### src/verilog/ufc_pkg.sv
// constants shared by the uart in-band flow and dma request block
package ufc_pkg;
   // register byte offsets
   localparam logic [7:0] ADDR_STATUS = 8'h3c;
   localparam logic [7:0] ADDR_DMA = 8'h48;
   localparam logic [7:0] ADDR_FLOW = 8'h4c;
   localparam logic [7:0] ADDR_RES_A = 8'h54;
   localparam logic [7:0] ADDR_RES_B = 8'h58;
   localparam logic [7:0] ADDR_PAU_A = 8'h5c;
   localparam logic [7:0] ADDR_PAU_B = 8'h60;
   // dma request control fields
   localparam int DMA_RX_EN_BIT = 0;
   localparam int DMA_TX_EN_BIT = 1;
   localparam int DMA_HALT_ERR_BIT = 3;
   localparam logic [31:0] DMA_MASK = 32'h0000000b;
   // in-band flow control fields
   localparam int FLOW_EN_BIT = 0;
   localparam int RX_MODE_LSB = 1;
   localparam int TX_MODE_LSB = 3;
   localparam int RESUME_ANY_BIT = 5;
   localparam int SPECIAL_BIT = 6;
   localparam logic [31:0] FLOW_MASK = 32'h0000007f;
   // raw interrupt status fields
   localparam int ST_FRAME_BIT = 7;
   localparam int ST_PAUSE_BIT = 11;
   // value of every register after reset
   localparam logic [31:0] REG_RESET = 32'h00000000;
   // flow mode encodings
   localparam logic [1:0] MODE_OFF = 2'b00;
   localparam logic [1:0] MODE_A = 2'b01;
   localparam logic [1:0] MODE_B = 2'b10;
   // receive fifo shape and flow thresholds
   localparam int FIFO_DEPTH = 32;
   localparam logic [5:0] LEVEL_HIGH = 6'h18;
   localparam logic [5:0] LEVEL_LOW = 6'h08;
   // transmit suspension state
   typedef enum logic [1:0] {
      TX_RUN = 2'b01,
      TX_HOLD = 2'b10
   } ufc_tx_e;
endpackage

### src/verilog/ufc_top.sv
// uart dma request gating and in-band software flow control
//
// Function
// - receive dma requests only when enabled
// - transmit dma requests only when enabled
// - optionally halt receive dma on errors
// - in-band flow control needs global enable
// - receive mode selects characters we send
// - transmit mode selects characters we obey
// - special character detection when enabled
// - first resume character register, reset zero
// - second resume character register, reset zero
// - first pause character register, reset zero
// - second pause character register, reset zero
// - raw pause interrupt status flag bit
// - error status bits form error interrupt
`timescale 1ns/1ps
`default_nettype none

// synchronous fifo with valid/ready on both sides
module ufc_fifo
   import ufc_pkg::*;
#(
   parameter int WIDTH = 8,
   parameter int DEPTH = FIFO_DEPTH,
   parameter int AW = $clog2(DEPTH)
)(
   input wire logic clk,
   input wire logic rst_n,
   input wire logic ce,
   input wire logic in_valid,
   output logic in_ready,
   input wire logic [WIDTH-1:0] in_data,
   output logic out_valid,
   input wire logic out_ready,
   output logic [WIDTH-1:0] out_data,
   output logic [AW:0] level
);
   logic [WIDTH-1:0] mem [0:DEPTH-1]; // storage words
   logic [AW-1:0] wr_ptr; // next slot to fill
   logic [AW-1:0] rd_ptr; // oldest slot
   logic push; // word enters
   logic pop; // word leaves

   // honest full and empty from the level count
   assign in_ready = (level != DEPTH[AW:0]);
   assign out_valid = (level != '0);
   assign out_data = mem[rd_ptr];
   assign push = ce && in_valid && in_ready;
   assign pop = ce && out_valid && out_ready;

   // storage write, no reset needed on data
   always_ff @(posedge clk)
   begin
      if (push)
      begin
         mem[wr_ptr] <= in_data;
      end
   end

   // pointers and level
   always_ff @(posedge clk or negedge rst_n)
   begin
      if (!rst_n)
      begin
         wr_ptr <= '0;
         rd_ptr <= '0;
         level <= '0;
      end
      else
      begin
         if (push)
         begin
            wr_ptr <= AW'(wr_ptr + 1'b1);
         end
         if (pop)
         begin
            rd_ptr <= AW'(rd_ptr + 1'b1);
         end
         if (push && !pop)
         begin
            level <= (AW+1)'(level + 1'b1);
         end
         else if (pop && !push)
         begin
            level <= (AW+1)'(level - 1'b1);
         end
      end
   end
endmodule

// top: ahb-lite registers, dma gating, in-band flow control
module ufc_top
   import ufc_pkg::*;
(
   input wire logic REF_CLK,
   input wire logic RST_N,
   input wire logic CE,
   input wire logic HSEL,
   input wire logic [31:0] HADDR,
   input wire logic [1:0] HTRANS,
   input wire logic HWRITE,
   input wire logic [2:0] HSIZE,
   input wire logic [31:0] HWDATA,
   input wire logic HREADY,
   output logic [31:0] HRDATA,
   output logic HREADYOUT,
   output logic HRESP,
   input wire logic RX_VALID,
   input wire logic [7:0] RX_DATA,
   output logic RX_READY,
   input wire logic FRAME_ERR,
   input wire logic PARITY_ERR,
   input wire logic BREAK_ERR,
   input wire logic OVERRUN_ERR,
   output logic RX_DMA_REQ,
   output logic [7:0] RX_DMA_DATA,
   input wire logic RX_DMA_ACK,
   output logic TX_DMA_REQ,
   input wire logic TX_DMA_VALID,
   input wire logic [7:0] TX_DMA_DATA,
   output logic TX_VALID,
   output logic [7:0] TX_DATA,
   input wire logic TX_READY,
   output logic SPECIAL_CHAR
);
   logic [31:0] dma_ctl; // dma request control
   logic [31:0] flow_ctl; // in-band flow control
   logic [7:0] chr [0:3]; // resume a, resume b, pause a, pause b
   logic pause_flag; // raw pause interrupt status
   logic wr_pend; // write data phase pending
   logic rd_wait; // read wait state
   logic [7:0] bus_addr; // latched offset
   logic [31:0] rd_mux; // read value of latched offset
   logic [3:0] err_bits; // overrun, break, parity, framing
   logic err_irq; // any error pending
   ufc_tx_e tx_state; // transmit run or hold
   logic remote_paused; // we have told the far end to pause
   logic [1:0] rx_mode; // characters we send
   logic [1:0] tx_mode; // characters we obey
   logic rx_fc_on; // receive flow active
   logic tx_fc_on; // transmit flow active
   logic rx_fire; // character accepted
   logic pause_hit; // received matching pause
   logic res_hit; // received matching resume
   logic fifo_valid; // fifo holds a character
   logic [5:0] fifo_level; // fifo fill
   logic hold_full; // transmit holding slot busy
   logic [7:0] hold_data; // transmit holding slot
   logic out_free; // transmit output may load
   logic need_pause; // pause character due
   logic need_resume; // resume character due
   logic ld_flow; // flow character loaded
   logic ld_data; // data character loaded
   logic [7:0] flow_chr; // flow character to send

   assign rx_mode = flow_ctl[RX_MODE_LSB +: 2];
   assign tx_mode = flow_ctl[TX_MODE_LSB +: 2];
   // in-band flow needs the global enable
   assign rx_fc_on = flow_ctl[FLOW_EN_BIT] && (rx_mode != MODE_OFF);
   assign tx_fc_on = flow_ctl[FLOW_EN_BIT] && (tx_mode != MODE_OFF);
   assign err_bits = {OVERRUN_ERR, BREAK_ERR, PARITY_ERR, FRAME_ERR};
   assign err_irq = |err_bits;
   assign HRESP = 1'b0;
   assign HREADYOUT = !rd_wait;

   // ahb address phase capture, one wait state on reads
   always_ff @(posedge REF_CLK or negedge RST_N)
   begin
      if (!RST_N)
      begin
         wr_pend <= 1'b0;
         rd_wait <= 1'b0;
         bus_addr <= '0;
      end
      else if (CE)
      begin
         if (HREADY && HSEL && HTRANS[1])
         begin
            wr_pend <= HWRITE;
            rd_wait <= !HWRITE;
            bus_addr <= HADDR[7:0];
         end
         else
         begin
            wr_pend <= 1'b0;
            rd_wait <= 1'b0;
         end
      end
   end

   // read mux, unmapped offsets read zero
   always_comb
   begin
      rd_mux = '0;
      if (bus_addr == ADDR_DMA)
      begin
         rd_mux = dma_ctl;
      end
      else if (bus_addr == ADDR_FLOW)
      begin
         rd_mux = flow_ctl;
      end
      else if (bus_addr == ADDR_STATUS)
      begin
         rd_mux[ST_FRAME_BIT +: 4] = err_bits;
         rd_mux[ST_PAUSE_BIT] = pause_flag;
      end
      else if (bus_addr == ADDR_RES_A)
      begin
         rd_mux[7:0] = chr[0];
      end
      else if (bus_addr == ADDR_RES_B)
      begin
         rd_mux[7:0] = chr[1];
      end
      else if (bus_addr == ADDR_PAU_A)
      begin
         rd_mux[7:0] = chr[2];
      end
      else if (bus_addr == ADDR_PAU_B)
      begin
         rd_mux[7:0] = chr[3];
      end
   end

   // read data taken in the wait state, after any earlier write
   always_ff @(posedge REF_CLK or negedge RST_N)
   begin
      if (!RST_N)
      begin
         HRDATA <= '0;
      end
      else if (CE && rd_wait)
      begin
         HRDATA <= rd_mux;
      end
   end

   // control registers, reserved bits masked off
   always_ff @(posedge REF_CLK or negedge RST_N)
   begin
      if (!RST_N)
      begin
         dma_ctl <= REG_RESET;
         flow_ctl <= REG_RESET;
      end
      else if (CE && wr_pend)
      begin
         if (bus_addr == ADDR_DMA)
         begin
            dma_ctl <= HWDATA & DMA_MASK;
         end
         else if (bus_addr == ADDR_FLOW)
         begin
            flow_ctl <= HWDATA & FLOW_MASK;
         end
      end
   end

   // four character registers, eight bits each
   for (genvar i = 0; i < 4; i++)
   begin : g_chr
      localparam logic [7:0] OFS = ADDR_RES_A + 8'(4 * i);
      always_ff @(posedge REF_CLK or negedge RST_N)
      begin
         if (!RST_N)
         begin
            chr[i] <= REG_RESET[7:0];
         end
         else if (CE && wr_pend && bus_addr == OFS)
         begin
            chr[i] <= HWDATA[7:0];
         end
      end

   end

   // received character classification
   assign rx_fire = RX_VALID && RX_READY;
   assign pause_hit = tx_fc_on &&
      ((tx_mode[0] && RX_DATA == chr[2]) ||
       (tx_mode[1] && RX_DATA == chr[3]));
   assign res_hit = tx_fc_on &&
      ((tx_mode[0] && RX_DATA == chr[0]) ||
       (tx_mode[1] && RX_DATA == chr[1]));

   // transmit suspension on pause, release on resume
   always_ff @(posedge REF_CLK or negedge RST_N)
   begin
      if (!RST_N)
      begin
         tx_state <= TX_RUN;
      end
      else if (CE)
      begin
         case (tx_state)
            TX_RUN:
            begin
               if (rx_fire && pause_hit)
               begin
                  tx_state <= TX_HOLD;
               end
            end
            TX_HOLD:
            begin
               if (!tx_fc_on)
               begin
                  tx_state <= TX_RUN;
               end
               else if (rx_fire && !pause_hit &&
                  (flow_ctl[RESUME_ANY_BIT] || res_hit))
               begin
                  tx_state <= TX_RUN;
               end
            end
            default:
            begin
               tx_state <= TX_RUN;
            end
         endcase
      end
   end

   // raw pause status, set wins over a write-one clear
   always_ff @(posedge REF_CLK or negedge RST_N)
   begin
      if (!RST_N)
      begin
         pause_flag <= 1'b0;
      end
      else if (CE)
      begin
         if (rx_fire && pause_hit)
         begin
            pause_flag <= 1'b1;
         end
         else if (wr_pend && bus_addr == ADDR_STATUS &&
            HWDATA[ST_PAUSE_BIT])
         begin
            pause_flag <= 1'b0;
         end
      end
   end

   // special character detection pulse
   always_ff @(posedge REF_CLK or negedge RST_N)
   begin
      if (!RST_N)
      begin
         SPECIAL_CHAR <= 1'b0;
      end
      else if (CE)
      begin
         SPECIAL_CHAR <= rx_fire && flow_ctl[SPECIAL_BIT] &&
            (RX_DATA == chr[0] || RX_DATA == chr[1] ||
             RX_DATA == chr[2] || RX_DATA == chr[3]);
      end
   end

   // receive fifo, flow characters obeyed are not stored
   ufc_fifo #(
      .WIDTH(8),
      .DEPTH(FIFO_DEPTH)
   ) u_fifo (
      .clk(REF_CLK),
      .rst_n(RST_N),
      .ce(CE),
      .in_valid(RX_VALID && !pause_hit && !res_hit),
      .in_ready(RX_READY),
      .in_data(RX_DATA),
      .out_valid(fifo_valid),
      .out_ready(RX_DMA_ACK && RX_DMA_REQ),
      .out_data(RX_DMA_DATA),
      .level(fifo_level)
   );

   // receive dma request gating
   assign RX_DMA_REQ = dma_ctl[DMA_RX_EN_BIT] && fifo_valid &&
      !(dma_ctl[DMA_HALT_ERR_BIT] && err_irq);
   // transmit dma request gating
   assign TX_DMA_REQ = dma_ctl[DMA_TX_EN_BIT] && !hold_full;

   // transmit output scheduling, flow characters first
   assign out_free = !TX_VALID || TX_READY;
   assign need_pause = rx_fc_on && !remote_paused &&
      fifo_level >= LEVEL_HIGH;
   assign need_resume = rx_fc_on && remote_paused &&
      fifo_level <= LEVEL_LOW;
   assign flow_chr = (rx_mode == MODE_B) ?
      (need_pause ? chr[3] : chr[1]) :
      (need_pause ? chr[2] : chr[0]);
   assign ld_flow = CE && out_free && (need_pause || need_resume);
   assign ld_data = CE && out_free && !ld_flow && hold_full &&
      tx_state == TX_RUN;

   // transmit holding slot filled by dma
   always_ff @(posedge REF_CLK or negedge RST_N)
   begin
      if (!RST_N)
      begin
         hold_full <= 1'b0;
         hold_data <= '0;
      end
      else if (CE)
      begin
         if (TX_DMA_REQ && TX_DMA_VALID)
         begin
            hold_full <= 1'b1;
            hold_data <= TX_DMA_DATA;
         end
         else if (ld_data)
         begin
            hold_full <= 1'b0;
         end
      end
   end

   // transmit output register toward the serializer
   always_ff @(posedge REF_CLK or negedge RST_N)
   begin
      if (!RST_N)
      begin
         TX_VALID <= 1'b0;
         TX_DATA <= '0;
      end
      else if (CE && out_free)
      begin
         TX_VALID <= ld_flow || ld_data;
         if (ld_flow)
         begin
            TX_DATA <= flow_chr;
         end
         else if (ld_data)
         begin
            TX_DATA <= hold_data;
         end
      end
   end

   // record whether the far end was told to pause
   always_ff @(posedge REF_CLK or negedge RST_N)
   begin
      if (!RST_N)
      begin
         remote_paused <= 1'b0;
      end
      else if (CE)
      begin
         if (!rx_fc_on)
         begin
            remote_paused <= 1'b0;
         end
         else if (ld_flow)
         begin
            remote_paused <= need_pause;
         end
      end
   end
endmodule
`default_nettype wire

### config.mk
export PLATFORM = sky130hd
export DESIGN_NAME = ufc_top
export DESIGN_NICKNAME = d
export VERILOG_FILES = /design/src/verilog/ufc_pkg.sv /design/src/verilog/ufc_top.sv
export SDC_FILE = /design/constraint.sdc
export NUM_CORES = 1
export LEC_CHECK = 0
export BUFFER_PORTS_ARGS = -buffer_cell sky130_fd_sc_hd__buf_4
export CAP_MARGIN = 40
export CELL_PAD_IN_SITES_DETAIL_PLACEMENT = 1
export CELL_PAD_IN_SITES_GLOBAL_PLACEMENT = 1
export CORE_MARGIN = 8
export CORE_UTILIZATION = 48
export DETAILED_ROUTE_END_ITERATION = 12
export PLACE_DENSITY_LB_ADDON = 0.1
export SLEW_MARGIN = 25
export SYNTH_ARGS = -nofsm -noshare
export SYNTH_HDL_FRONTEND = slang
export SYNTH_HIERARCHICAL = 1
export SYNTH_SLANG_ARGS = --single-unit
export TNS_END_PERCENT = 5
### constraint.sdc
create_clock -name REF_CLK -period 7.7 [get_ports REF_CLK]
set_clock_uncertainty 0.15 [all_clocks]
set_input_delay 1.54 -clock REF_CLK [delete_from_list [all_inputs] [get_ports REF_CLK]]
set_output_delay 1.54 -clock REF_CLK [all_outputs]
set_load 0.05 [all_outputs]
# Word level (Yosys, flattened, before mapping)
# Memories as Yosys holds them, arrays and structs flattened.
# Index checks and enable logic that the tools add are counted.
# op_classes
bitwise	1
magnitude_cmp	2
n_addsub	4
muxes	30
n_eq_ne	18
n_reduce_logical	84
# op_table
cell	n
$mux 8	9
$eq 8x7->1 const B	6
$logic_and 1x1->1	47
$eq 8x8->1	4
$mux 12	2
$reduce_and 2->1	7
$mux 6	2
$reduce_bool 2->1	6
$logic_not 1->1	11
$mux 1	11
$add 5x1->5 const B	2
$logic_or 1x1->1	9
$eq 8x6->1 const B	1
$mux 7	1
$add 6x1->6 const B	1
$ge 6x5->1 const B	1
$le 6x4->1 const B	1
$mux 2	3
$ne 6x6->1 const B	1
$reduce_and 3->1	2
$reduce_bool 6->1	1
$sub 6x1->6 const B	1
$eq 2x2->1 const B	2
$mux 4	1
other kinds (7)	7
# totals
mem_count	1
regBits	123
word_cells	161
output_inout_bits	55
mem_bits_rw	256
# mem_list
memory	words	word_bits	read_ports	rd_ports_with_merged_regs	wr	line_no	source
u_fifo.mem	32	8	1	0	1	ufc_top.sv:39	logic [WIDTH-1:0] mem [0:DEPTH-1];

# Depth between registers and ports, before layout
# logic_depth
word_depth	13
mapped_depth	15
mapped_depth_nobuf	14

# By module
# Netlist, hierarchy kept.
# modules_own_cells
module	instances	area_each_um2	seq_area_each_um2	cells_per_inst
ufc_fifo	1	10908.0	8087.8	560
ufc_top	1	4961.0	2178.3	471

# Worst setup path after synthesis
# Ideal clock, no wire load.
# synth_path
kind	input port to flip-flop
start	in OVERRUN_ERR
end	reg u_fifo.level[5]
required_time_ps	7464
setup_time_ps	86
stages	11
t_arrival_ps	3979
n_path_buf	0
setup_slack_ps	3485
cell_sequence	o41ai_1 -> and3_1 -> and2_1 -> o311ai_4 -> ha_1 -> inv_1 -> ha_1 -> a211oi_1 -> a21oi_1 -> o21a_1 -> nor3_1
# synth_between
elab_chain_len	9
# synth_rtl
element	line_no	source
start, declared	ufc_top.sv:115	input wire logic OVERRUN_ERR,
$reduce_or 4->1 (*)	ufc_top.sv:163	assign err_irq = |err_bits;
$logic_and 1x1->1 (*)	ufc_top.sv:380	!(dma_ctl[DMA_HALT_ERR_BIT] && err_irq);
$logic_not 1->1 (*)	ufc_top.sv:380	
$logic_and 1x1->1 (*)	ufc_top.sv:379	assign RX_DMA_REQ = dma_ctl[DMA_RX_EN_BIT] && fifo_valid &&
via RX_DMA_REQ	ufc_top.sv:116	output logic RX_DMA_REQ,
$logic_and 1x1->1 (*)	ufc_top.sv:373	.out_ready(RX_DMA_ACK && RX_DMA_REQ),
$logic_and 1x1->1 (*)	ufc_top.sv:50	assign pop = ce && out_valid && out_ready;
$logic_not 1->1	ufc_top.sv:80	if (push && !pop)
$logic_and 1x1->1	ufc_top.sv:80	
$mux 6 / $reduce_bool 2->1 (equally long branches)	-	
end signal, assigned	ufc_top.sv:82	level <= (AW+1)'(level + 1'b1);
end signal, assigned	ufc_top.sv:86	level <= (AW+1)'(level - 1'b1);
end, declared	ufc_top.sv:37	output logic [AW:0] level
# The timed path passes the listed nets; every way through them passes the cells marked *.
# A chain may end at the register's enable or synchronous reset.

# Worst setup path after layout
# layout_path
start	reg u_fifo.rd_ptr[0]
end	out RX_DMA_DATA[5]
# layout_between
elab_chain_len	1
# layout_rtl
element	line_no	source
start, declared	ufc_top.sv:41	logic [AW-1:0] rd_ptr;
start signal, assigned	ufc_top.sv:78	rd_ptr <= AW'(rd_ptr + 1'b1);
$mem_v2 32x8	-	
end, declared	ufc_top.sv:117	output logic [7:0] RX_DMA_DATA,
# No other way between the ends.

==> metrics.txt <==
final worst-path cycle share=0.6766; Die Span Y=197.8 µm; Relative slew margins=0.4145; vias per std cell=5.860; Layout Nets=1244; most frequent cell after synthesis=edfxtp_1; number of DRC markers in iteration 0=573; post-synthesis register bit count=359; syn_area_per_cell=15.39 µm²; antenna violations before repair=0; Site Rows=between 60 and 70; status=completed; Final Max Tran Viols=0; GRT overflow=0; # DRC=0; # diodes=0; Starting Density=0.4877; DR WL/cell=25.75 µm; Final Hold Fails=0; hpwl dp=about 27000 µm; number of fillers in the final layout=slightly above 3000; routability congestion estimate=0.8305; area growth from synthesis to layout=15.21%; Unique masters post-synth=81; drt first pass iters=5; cell-internal power=3.626 mW; Crit path required time=6010 ps; Synth warnings=6; number of global-route vias before repair=10113; final worst path period need=5210 ps; Via Count=9411; commonest cells in the synthesized netlist=256 x edfxtp_1, 102 x dfrtp_1, 64 x nand2_1, 64 x nor2_1, 47 x mux4_2; critical path class=register to output pin; startpoint types=register; leading area contributor after synthesis=edfxtp_1; Max-cap violations=0; Max H-tree Level=2; P_leak=6.828 nW; GR Util All Layers=0.2141; # IOs=154; hold_ws=between 300 and 400 ps; post-CTS setup buffer count=0; Hold Path Class=register to register; clock power share=0.409; Critical Path End Type=output pin; EDFF count, synth=between 200 and 300; Max VDD drop=0.1382 mV; CTS sink cnt=359; port buffer count=81; core area=between 30000 and 40000 µm²; share of cells above drive strength 1=0.2560; Pwr Density=266.0 nW/µm²; Psw=1.237 mW; fraction of registers with async set/reset=0.2869; measured slew at the worst slew-check pin=875.0 ps; synthesized cell area=15870 µm²; critical path arrival=roughly 3500 ps; first-pass GRT wire length=63260 µm; CTS Hold Bufs=0; DIE AREA=between 30000 and 40000 µm²; # setup viols final=0; Gate power share=0.120; worst slack, placed=2274 ps; ANT nets after route=0; sequential share of power=0.471; Root Driver=clkbuf_16; Mapped Cells=1031; final worst slack=~2500 ps; pin count of the biggest net entering global routing=58; most common flop cell mapped by yosys=edfxtp_1; RSZ-0062 raised after global routing=false; CTS tree=done; # resized after CTS=0; clock buffer depth=3; clock buffer count from CTS=39; leading post-synthesis cells by cell area=edfxtp_1 48%, dfrtp_1 16%, mux4_2 6.7%; chip width=197.8 µm; Seq/Total Area, Yosys=0.6469; Max FO, Critical Path=46; setup tns final=0 ps; Max Freq=0.1920 GHz; utilization after layout=0.5619; worst skew pair latency=530 ps; Post-Route WL=between 40000 and 50000 µm; Reg clk slew, reported paths=60 ps; area share of the leading cell type in the synthesized netlist=0.4844; Sw Share=0.2543
worst max-delay path: stages (launching register included):
cell and delay [ps]:
dfrtp_4 920, buf_12 420, mux4_2 560, a22o_1 270
a211oi_1 460, a21oi_1 80, buf_4 210
power by group through the flow:
stage | Sequential (mW) | Clock (mW) | Combinational, mW
2_1_floorplan | 2.26 | 0 | 0.449
3_3_place_gp | 2.33 | 0 | 0.563
3_5_place_dp | 2.33 | 0 | 0.581
4_1_cts | 2.29 | 2.04 | 0.585
5_1_grt | 2.30 | 2.09 | 0.642
6_report | 2.29 | 1.99 | 0.585
layout make-up:
| cell class | count | area, µm² | area share |
|---|---|---|---|
| sequential | 359 | 10270 | 0.5618 |
| multi-input combinational | 608 | 5170 | 0.2828 |
| clock buffer | 51 | 1082 | 0.05920 |
| timing repair buffer | 107 | 844.6 | 0.04619 |
| tap | 442 | 553.0 | 0.03025 |
| clock inverter | 21 | 294.0 | 0.01608 |
| inverter | 18 | 67.56 | 0.003696 |
path summary, 6_finish.rpt:
check                      cells after the start              end  slack (ps)        startpoint
max in group asynchronous                      3          chr[15]        5510             RST_N
min in group asynchronous                      1  u_fifo/level[1]         890             RST_N
setup / recovery                               6   RX_DMA_DATA[5]        2490  u_fifo/rd_ptr[0]
setup reg to reg                              14  u_fifo/level[4]        3770            chr[7]
hold reg to reg                                2       HRDATA[10]         340        HRDATA[10]
hold / removal                                 2       HRDATA[10]         340        HRDATA[10]
layer usage:
| layer | vias to the layer above | GRT usage | share of wire |
|---|---|---|---|
| li1 | 4155 | - | - |
| met1 | 4952 | 0.2720 | 0.42 |
| met2 | 228 | 0.3664 | 0.50 |
| met3 | 76 | 0.03192 | 0.039 |
| met4 | 0 | 0.08379 | 0.035 |
| met5 | - | 0 | 0 |
state kept, by name, summed over array words and instances, names as in the netlist:
name / cells
HRDATA: 12
bus_addr: 8
flow_ctl: 7
u_fifo/mem: 256
SPECIAL_CHAR: 1
TX_DATA: 8
dma_ctl: 3
u_fifo/wr_ptr: 5
hold_data: 8
wr_pend: 1
u_fifo/level: 6
tx_state: 2
hold_full: 1
rd_wait: 1
chr: 32
remote_paused: 1
TX_VALID: 1
u_fifo/rd_ptr: 5
pause_flag: 1
layout by cell type (no fill, tap or decap), types with 15 or more instances in the layout:
| cell | n |
|---|---|
| buf_4 | 97 |
| inv_1 | 18 |
| mux2_2 | 40 |
| mux2i_1 | 41 |
| a21oi_1 | 29 |
| dfrtp_1 | 100 |
| xor2_1 | 28 |
| a211oi_1 | 24 |
| mux4_2 | 47 |
| nor2_1 | 64 |
| o21ai_0 | 27 |
| xnor2_1 | 15 |
| clkbuf_16 | 40 |
| edfxtp_1 | 256 |
| nand2_1 | 64 |
| conb_1 | 21 |
kinds of logic (layout without fill, tap and decap cells):
family                     after synthesis  after routing  synth area share
DFF                                    359            359            0.6469
AOI/OAI and AO/OA                      163            163           0.07207
adders and majority gates               12             12          0.009934
other                                    1             21         0.0002363
and+or+nand+nor                        219            219           0.07348
muxes                                  150            150            0.1413
buffers and inverters                   84            197           0.03233
xor gates and xnor gates                43             43           0.02373
stage by stage:
stage / total power [mW] / std cells / cell area (µm²)
after global placement: 2.888 / 1514 / 16720
after global routing: 5.040 / 1606 / 18280
after floorplan: 2.714 / 1051 / 15940
after detailed placement: 2.911 / 1516 / 16750
final: 4.863 / 1606 / 18280
after CTS: 4.915 / 1588 / 18130
Note: power is estimated with default switching activity, not from simulation.
